==> config.mk <==
export PLATFORM = sky130hd
export DESIGN_NAME = cpu_register_set
export DESIGN_NICKNAME = d
export VERILOG_FILES = /design/src/verilog/cpu_register_set.v
export VERILOG_INCLUDE_DIRS = /design/src /design/src/inc
export SDC_FILE = /design/constraint.sdc
export NUM_CORES = 2
export LEC_CHECK = 0
export ABC_CLOCK_PERIOD_IN_PS = 3600
export BUFFER_PORTS_ARGS = -buffer_cell sky130_fd_sc_hd__buf_2
export CORE_ASPECT_RATIO = 0.8
export CORE_MARGIN = 2
export CORE_UTILIZATION = 24
export DETAILED_ROUTE_END_ITERATION = 8
export HOLD_SLACK_MARGIN = 0.15
export PLACE_DENSITY_LB_ADDON = 0.25
export SYNTH_ARGS = -nofsm -noshare
export SYNTH_HDL_FRONTEND = slang
export SYNTH_SLANG_ARGS = --single-unit
==> constraint.sdc <==
create_clock -name ref_clk -period 3.6 [get_ports ref_clk]
set_input_delay 0 -clock ref_clk [delete_from_list [all_inputs] [get_ports ref_clk]]
set_output_delay 0 -clock ref_clk [all_outputs]
set_load 0.01 [all_outputs]
==> src/inc/cpu_regs_defines.vh <==
`ifndef CPU_REGS_DEFINES_VH
`define CPU_REGS_DEFINES_VH

// Register indices; byte address on the bus is four times the index
`define NUM_REGS 21
`define RIDX_GP0 5'd0
`define RIDX_PC 5'd8
`define RIDX_ISP 5'd9
`define RIDX_USP 5'd10
`define RIDX_FP 5'd11
`define RIDX_SB 5'd12
`define RIDX_DISPATCH 5'd13
`define RIDX_MOD 5'd14
`define RIDX_PSW 5'd15
`define RIDX_CFG 5'd16
`define RIDX_DBG0 5'd17
`define RIDX_DBG3 5'd20

// Selector code for the currently active stack pointer
`define SEL_ACTIVE_SP 5'h1F

// Status word bit positions
`define PSW_C 0
`define PSW_T 1
`define PSW_L 2
`define PSW_V 4
`define PSW_F 5
`define PSW_Z 6
`define PSW_N 7
`define PSW_U 8
`define PSW_S 9
`define PSW_P 10
`define PSW_I 11

// Implemented bits and masks
`define PSW_WMASK 32'h00000FF7
`define PSW_HIGH_MASK 32'h0000FF00
`define HALF_MASK 32'h0000FFFF

// Reset values
`define PC_RESET 32'h00000000
`define REG_RESET 32'h00000000

// Operand sizes
`define SIZE_BYTE 2'h0
`define SIZE_WORD 2'h1

`endif

==> src/verilog/cpu_register_set.v <==
// Behaviour
// - Twenty-one registers: eight general, seven address, status, config, four debug.
// - All registers 32 bits except module pointer and status word, 16 bits.
// - Byte or word operands on general registers touch only low bits.
// - Program counter holds address of first byte of current instruction.
// - Stack select 0 picks interrupt stack pointer, 1 picks user stack pointer.
// - Privileged load/store reach user stack pointer directly regardless of select flag.
// - Push pre-decrements active pointer by length; pop post-increments by length.
// - Module pointer is 16 bits, descriptors lie in lowest 64 kbytes.
// - Status word low half open to all; high half supervisor only (a user-mode store still returns the high half).
// - Carry set on carry or borrow, else cleared; used by carry arithmetic.
// - Trace enable set causes a trace trap after every instruction (not one started in the cycle a traced one is done).
// - Integer compare sets unsigned-less when second operand below first unsigned.
// - Floating compare always clears unsigned-less flag.
// - Overflow trap enable raises overflow trap on integer arithmetic overflow.
// - General condition flag updated by instructions, reports arithmetic overflow.
// - Compare sets zero flag when operands are equal, else clears it.
// - Compare sets negative flag when second operand below first, signed.
// - User mode refuses privileged instructions; supervisor mode permits all.
// - Entry to any interrupt or trap clears stack select flag.
// - Trace pending flag stops a second trace trap for one instruction.
// - Interrupt enable 1 accepts all interrupts, 0 only non-maskable; traps unaffected.
//
// Implementation choices: the placing of the registers and register access over AHB-Lite.
`timescale 1ns/1ns
`include "cpu_regs_defines.vh"

module cpu_register_set #(
  parameter [31:0] PC_RESET_VALUE = `PC_RESET
) (
  // Clock and reset
  input wire ref_clk,
  input wire resetn,
  // AHB-Lite slave
  input wire hsel,
  input wire [31:0] haddr,
  input wire [1:0] htrans,
  input wire hwrite,
  input wire [2:0] hsize,
  input wire [31:0] hwdata,
  input wire hready,
  output wire [31:0] hrdata,
  output wire hreadyout,
  output wire hresp,
  // General register ports
  input wire [2:0] gp_rd_sel,
  input wire [1:0] gp_rd_size,
  output reg [31:0] gp_rd_data,
  input wire gp_wr_en,
  input wire [2:0] gp_wr_sel,
  input wire [1:0] gp_wr_size,
  input wire [31:0] gp_wr_data,
  // Program counter
  input wire pc_load,
  input wire [31:0] pc_next,
  output wire [31:0] program_counter,
  // Stack
  input wire stack_push,
  input wire stack_pop,
  input wire [3:0] stack_len,
  output wire [31:0] active_stack_pointer,
  // Processor register load and store
  input wire load_processor_register_op,
  input wire store_processor_register_op,
  input wire [4:0] proc_reg_sel,
  input wire [31:0] proc_reg_wdata,
  output reg [31:0] proc_reg_rdata,
  // Flag updates
  input wire arith_done,
  input wire arith_carry,
  input wire arith_overflow,
  input wire cmp_done,
  input wire cmp_float,
  input wire [31:0] cmp_first,
  input wire [31:0] cmp_second,
  input wire fcmp_equal,
  input wire fcmp_less,
  input wire flag_f_we,
  input wire flag_f_value,
  // Instruction and exception sequencing
  input wire instr_start,
  input wire instr_done,
  input wire privileged_op,
  input wire exception_entry,
  input wire irq_request,
  input wire nmi_request,
  output wire irq_accept,
  output wire nmi_accept,
  output reg trace_trap,
  output reg overflow_trap,
  output reg privilege_violation,
  // State views
  output wire [15:0] module_pointer,
  output wire [15:0] processor_status_word,
  output wire carry_flag,
  output wire user_mode
);

  reg [31:0] regs_q [0:`NUM_REGS-1];
  reg [4:0] bus_idx_q;
  reg bus_wr_q;
  reg bus_rd_q;
  reg bus_map_q;
  integer i;

  wire [31:0] psw = regs_q[`RIDX_PSW];
  wire user = psw[`PSW_U];
  wire [4:0] sp_idx = psw[`PSW_S] ? `RIDX_USP : `RIDX_ISP;
  wire [31:0] len_ext = {28'h0000000, stack_len};
  wire bus_req = hsel & htrans[1] & hready;
  wire bus_hit = (haddr[31:7] == 25'h0) && (haddr[6:2] < `NUM_REGS);
  wire [4:0] op_idx = (proc_reg_sel == `SEL_ACTIVE_SP) ? sp_idx : proc_reg_sel;
  wire op_mapped = (proc_reg_sel == `SEL_ACTIVE_SP) ||
                   ((proc_reg_sel >= `RIDX_PC) && (proc_reg_sel < `NUM_REGS));
  wire op_user_ok = (proc_reg_sel == `SEL_ACTIVE_SP) || (proc_reg_sel == `RIDX_FP) ||
                    (proc_reg_sel == `RIDX_SB) || (proc_reg_sel == `RIDX_MOD) ||
                    (proc_reg_sel == `RIDX_PSW);
  wire op_refused = user & ~op_user_ok;
  wire psw_high_change = user & load_processor_register_op & op_mapped & ~op_refused &
                         (op_idx == `RIDX_PSW) &
                         ((proc_reg_wdata[15:8] & 8'h0F) != psw[15:8]);

  // Keep only implemented bits of a register
  function [31:0] fit;
    input [4:0] idx;
    input [31:0] val;
    begin
      if (idx == `RIDX_PSW) begin
        fit = val & `PSW_WMASK;
      end else if (idx == `RIDX_MOD) begin
        fit = val & `HALF_MASK;
      end else begin
        fit = val;
      end
    end
  endfunction

  // Merge a narrow operand into the low part of a general register
  function [31:0] merge_low;
    input [31:0] old;
    input [31:0] val;
    input [1:0] size;
    begin
      case (size)
        `SIZE_BYTE: merge_low = {old[31:8], val[7:0]};
        `SIZE_WORD: merge_low = {old[31:16], val[15:0]};
        default: merge_low = val;
      endcase
    end
  endfunction

  // Bus address phase capture
  always @(posedge ref_clk) begin
    if (!resetn) begin
      bus_idx_q <= 5'h00;
      bus_wr_q <= 1'b0;
      bus_rd_q <= 1'b0;
      bus_map_q <= 1'b0;
    end else if (hready) begin
      bus_idx_q <= haddr[6:2];
      bus_wr_q <= bus_req & hwrite;
      bus_rd_q <= bus_req & ~hwrite;
      bus_map_q <= bus_req & bus_hit;
    end
  end

  assign hreadyout = 1'b1;
  assign hresp = 1'b0;
  assign hrdata = (bus_rd_q & bus_map_q) ? regs_q[bus_idx_q] : 32'h00000000;

  // Register file; later assignments take precedence within a cycle
  always @(posedge ref_clk) begin
    if (!resetn) begin
      for (i = 0; i < `NUM_REGS; i = i + 1) begin
        regs_q[i] <= `REG_RESET;
      end
      regs_q[`RIDX_PC] <= PC_RESET_VALUE;
    end else begin
      if (bus_wr_q & bus_map_q) begin
        regs_q[bus_idx_q] <= fit(bus_idx_q, hwdata);
      end
      if (gp_wr_en) begin
        regs_q[{2'b00, gp_wr_sel}] <= merge_low(regs_q[{2'b00, gp_wr_sel}],
                                               gp_wr_data, gp_wr_size);
      end
      if (pc_load) begin
        regs_q[`RIDX_PC] <= pc_next;
      end
      if (load_processor_register_op & op_mapped & ~op_refused) begin
        if (user && (op_idx == `RIDX_PSW)) begin
          regs_q[`RIDX_PSW] <= {psw[31:8], proc_reg_wdata[7:0]} & `PSW_WMASK;
        end else begin
          regs_q[op_idx] <= fit(op_idx, proc_reg_wdata);
        end
      end
      if (stack_push) begin
        regs_q[sp_idx] <= regs_q[sp_idx] - len_ext;
      end else if (stack_pop) begin
        regs_q[sp_idx] <= regs_q[sp_idx] + len_ext;
      end
      if (arith_done) begin
        regs_q[`RIDX_PSW][`PSW_C] <= arith_carry;
        regs_q[`RIDX_PSW][`PSW_F] <= arith_overflow;
      end else if (flag_f_we) begin
        regs_q[`RIDX_PSW][`PSW_F] <= flag_f_value;
      end
      if (cmp_done) begin
        if (cmp_float) begin
          regs_q[`RIDX_PSW][`PSW_L] <= 1'b0;
          regs_q[`RIDX_PSW][`PSW_Z] <= fcmp_equal;
          regs_q[`RIDX_PSW][`PSW_N] <= fcmp_less;
        end else begin
          regs_q[`RIDX_PSW][`PSW_L] <= cmp_second < cmp_first;
          regs_q[`RIDX_PSW][`PSW_Z] <= cmp_second == cmp_first;
          regs_q[`RIDX_PSW][`PSW_N] <= $signed(cmp_second) < $signed(cmp_first);
        end
      end
      if (instr_done & psw[`PSW_P]) begin
        regs_q[`RIDX_PSW][`PSW_P] <= 1'b0;
      end else if (instr_start) begin
        regs_q[`RIDX_PSW][`PSW_P] <= psw[`PSW_T];
      end
      if (exception_entry) begin
        regs_q[`RIDX_PSW][`PSW_S] <= 1'b0;
      end
    end
  end

  // Registered read ports and event pulses
  always @(posedge ref_clk) begin
    if (!resetn) begin
      gp_rd_data <= 32'h00000000;
      proc_reg_rdata <= 32'h00000000;
      trace_trap <= 1'b0;
      overflow_trap <= 1'b0;
      privilege_violation <= 1'b0;
    end else begin
      case (gp_rd_size)
        `SIZE_BYTE: gp_rd_data <= {24'h000000, regs_q[{2'b00, gp_rd_sel}][7:0]};
        `SIZE_WORD: gp_rd_data <= {16'h0000, regs_q[{2'b00, gp_rd_sel}][15:0]};
        default: gp_rd_data <= regs_q[{2'b00, gp_rd_sel}];
      endcase
      if (store_processor_register_op) begin
        if (op_mapped & ~op_refused) begin
          proc_reg_rdata <= regs_q[op_idx];
        end else begin
          proc_reg_rdata <= 32'h00000000;
        end
      end
      trace_trap <= instr_done & psw[`PSW_P];
      overflow_trap <= arith_done & arith_overflow & psw[`PSW_V];
      privilege_violation <= (user & privileged_op) |
                             ((load_processor_register_op | store_processor_register_op) &
                              op_refused) |
                             psw_high_change;
    end
  end

  assign irq_accept = irq_request & psw[`PSW_I];
  assign nmi_accept = nmi_request;
  assign program_counter = regs_q[`RIDX_PC];
  assign active_stack_pointer = regs_q[sp_idx];
  assign module_pointer = regs_q[`RIDX_MOD][15:0];
  assign processor_status_word = psw[15:0];
  assign carry_flag = psw[`PSW_C];
  assign user_mode = user;

endmodule // cpu_register_set

==> summary.md <==
| Metric | Value |
|---|---|
| Status | complete, no violations |
| Grt total ovfl | 0 |
| CTS tree | built |
| Layout Skew | 0.0245 ns |
| Clock-pin transition on the worst setup and hold timing paths | 0.06 ns |
| Crit-path max FO | 36 |
| Synthesized area | 63500 µm² |
| CP Capture Type | output pin |
| CP bufs+invs | 4 |
| Pins over their slew limit | 0 |
| Clk Tree Root Cell | clkbuf_16 |
| H-tree Lvls | 3 |
| Power per cell area | 433 nW/µm² |
| Seq cells post-synth | 1104 |
| Vias post-DR | 52300 |
| Post-synth EDFFs | 1024 |
| Core region area | 263000 µm² |
| Total detailed-routing wirelength | 298 mm |
| Hold path cells | 3 |
| Clk sinks | 1104 |
| Number of cells on the critical path | 8 |
| Per-cell routed wire length | 31.5 µm |
| Post-layout util | 0.296 |
| CTS Buffer Depth | 3 |
| Worst path required time | 3.60 ns |
| Worst vdd ir | 390 µV |
| Die height | 464 µm |
| Vias per cell | 5.52 |
| Remaining DRCs | 0 |
| DP HPWL | 213 mm |
| Sequential-to-total area share from yosys stat | 0.510 |
| Syn-to-layout area delta | 22.6% |
| Number of buffers created by CTS | 120 |
| Final hold slack | 0.160 ns |
| Die Span X | 579 µm |
| Mean Syn Cell Area | 11.7 µm² |
| Latest clock arrival within the worst-skew pair | 0.76 ns |
| Final setup violation count | 0 |
| Slowest-stage cell, CP | mux4_2 |
| Worst-Margin Slew | 1.22 ns |
| Total track usage | 0.214 |
| Slew HR | 0.184 |
| IO Count | 475 |
| Vias in the first global route | 50100 |
| Async SR Flop Fraction | 0 |
| Max-cap viol count | 0 |
| Rows | 168 |
| Reg2reg path depth | 8 |
| Worst setup SP type | flip-flop |
| Routed Antenna Nets | 0 |
| First-pass GRT wire length | 408 mm |
| Nets | 6233 |
| Delay-heaviest family, CP | multiplexers |
| CP arrival | 3.53 ns |
| Gp weighted congestion | 0.930 |
| Final min period | 3.53 ns |
| Max stage delay on crit path | 0.49 ns |
| Final Hold Viols | 0 |
| P_leak | 0.0275 µW |
| Unique masters post-synth | 77 |
| Max frequency | 0.284 GHz |
| Antenna violations before repair | 21 |
| Initial DRC Count | 7225 |
| Gate Count Post-Synth | 5404 |
| Total Die Area | 269000 µm² |
| Initial Utilization | 0.242 |
| Tcrit/Tclk final | 0.979 |
| Cell Chain, Critical Path | buf_12 -> buf_12 -> buf_4 -> mux4_2 -> mux4_2 -> mux2i_1 -> nor2_1 -> buf_2 |
| Largest net degree at the start of global routing | 79 |
| DRT Pass-1 Iters | 6 |
| Critical setup path kind | flip-flop to output pin |
| Worst hold path class | input pin to flip-flop |
| Share of cells above drive strength 1 | 0.271 |
| IO Port Bufs | 464 |
| Yosys Warn Count | 0 |
| RSZ-0062 raised after global routing | yes |
| Post-synth top flop | edfxtp_1 |
timing repair:
action / CTS / global route
buffers inserted: 3 / 14
resized for setup: 14 / 48
hold buffers: 243 / 0
gates cloned: 1 / 3
setup endpoints to repair: 47 / 63
hold endpoints to repair: 1049 / 0
pin swaps: 2 / 11
kinds of logic after synthesis:
group           share of synthesized area
simple gates                        0.104
compound gates                      0.152
mux                                 0.153
other cells                      0.000118
xor+xnor                          0.00511
fa+ha+maj                          0.0131
buf+inv                            0.0626
flops                               0.510
final cells by class:
class | count | area [µm²]
diodes | 4 | 10.0
clock buffers | 169 | 3300
clock inverters | 50 | 510
fillers | 26700 | 185000
inverters | 184 | 691
multi-input cells | 3356 | 27900
flip-flops and latches | 1104 | 32400
well taps | 3485 | 4360
repair buffers | 1127 | 8670
metrics by stage:
stage	power [µW]	setup TNS, ns	area, µm²	setup WS, ns	instances
final	33700	0	77800	0.0748	9479
after global routing	34600	-0.118	77800	-0.0453	9476
after CTS	33600	-0.00435	77400	-0.00435	9458
after detailed placement	20900	-6.05	71000	-0.449	8992
after global placement	20900	-6.63	71000	-0.487	8992
after floorplan	18200	0	63600	0.00303	5441
state kept, by name, summed over array words and instances (netlist names), named ones only:
signal               cells
bus_map_q                1
bus_wr_q                 1
bus_rd_q                 1
gp_rd_data              32
trace_trap               1
overflow_trap            1
proc_reg_rdata          32
bus_idx_q                5
regs_q                1024
privilege_violation      1
routing by layer:
metal / routed length, µm / GRT usage / vias to the layer above
li1: - / - / 21800
met1: 123000 / 0.295 / 26800
met2: 134000 / 0.336 / 3330
met3: 30500 / 0.0437 / 405
met4: 10400 / 0.0652 / 6
met5: 44 / 0 / -
power breakdown:
part | internal [µW] | switching (µW) | total (µW)
sequential | 14500 | 468 | 15000
clock | 6930 | 5620 | 12500
combinational | 2470 | 3670 | 6150
total | 23900 | 9760 | 33700
cell usage after synthesis (34+ instances only):
cell,instances,share of area
nor2_1,372,0.022
inv_1,172,0.010
o221ai_1,186,0.026
dfxtp_1,80,0.025
and2_1,116,0.011
a31oi_1,46,0.0045
mux2i_1,70,0.011
mux4_2,384,0.14
or3b_1,44,0.0061
o22ai_1,200,0.020
nand2_1,355,0.021
ha_1,65,0.013
buf_2,104,0.0082
nand3_1,227,0.018
o211ai_1,37,0.0044
clkbuf_1,542,0.032
a22o_1,298,0.041
edfxtp_1,1024,0.48
buf_4,42,0.0050
o21ai_0,322,0.025
a21oi_1,124,0.0098
nand3b_1,52,0.0062
buf_1,109,0.0064
mux2_2,34,0.0060
worst paths after layout:
| check | start | to | slack [ns] |
|---|---|---|---|
| worst max-delay path | flip-flop | hrdata[23] | 0.07 |
| worst min-delay path | proc_reg_wdata[3] | regs_q[8][3]$_DFFE_PP_ | 0.16 |
| worst max register to register | bus_idx_q[3]$_SDFFE_PN0P_ | regs_q[4][26]$_DFFE_PP_ | 0.10 |
| worst min register to register | proc_reg_rdata[30]$_SDFFE_PN0P_ | proc_reg_rdata[30]$_SDFFE_PN0P_ | 0.47 |
placed cells by master, fill, tap and decap left out, types with 112 or more instances in the layout:
cell type / n
inv_1: 172
edfxtp_1: 1024
dlygate4sd3_1: 243
o221ai_1: 186
a21oi_1: 112
mux4_2: 384
o22ai_1: 200
nand3_1: 226
o21ai_0: 320
and2_1: 115
buf_2: 461
buf_4: 362
nor2_1: 338
clkbuf_16: 123
nand2_1: 342
a22o_1: 298
worst reg2reg max path: stages, from the launching register on:
cell           delay [ns]
dfxtp_1              0.48
nor3b_2              0.27
a31oi_1              0.32
o31ai_4              0.21
or3_1                0.54
nor2_4               0.36
buf_4                0.43
a22o_1               0.23
dlygate4sd3_1        0.54
Note: power is estimated with default switching activity, not from simulation.
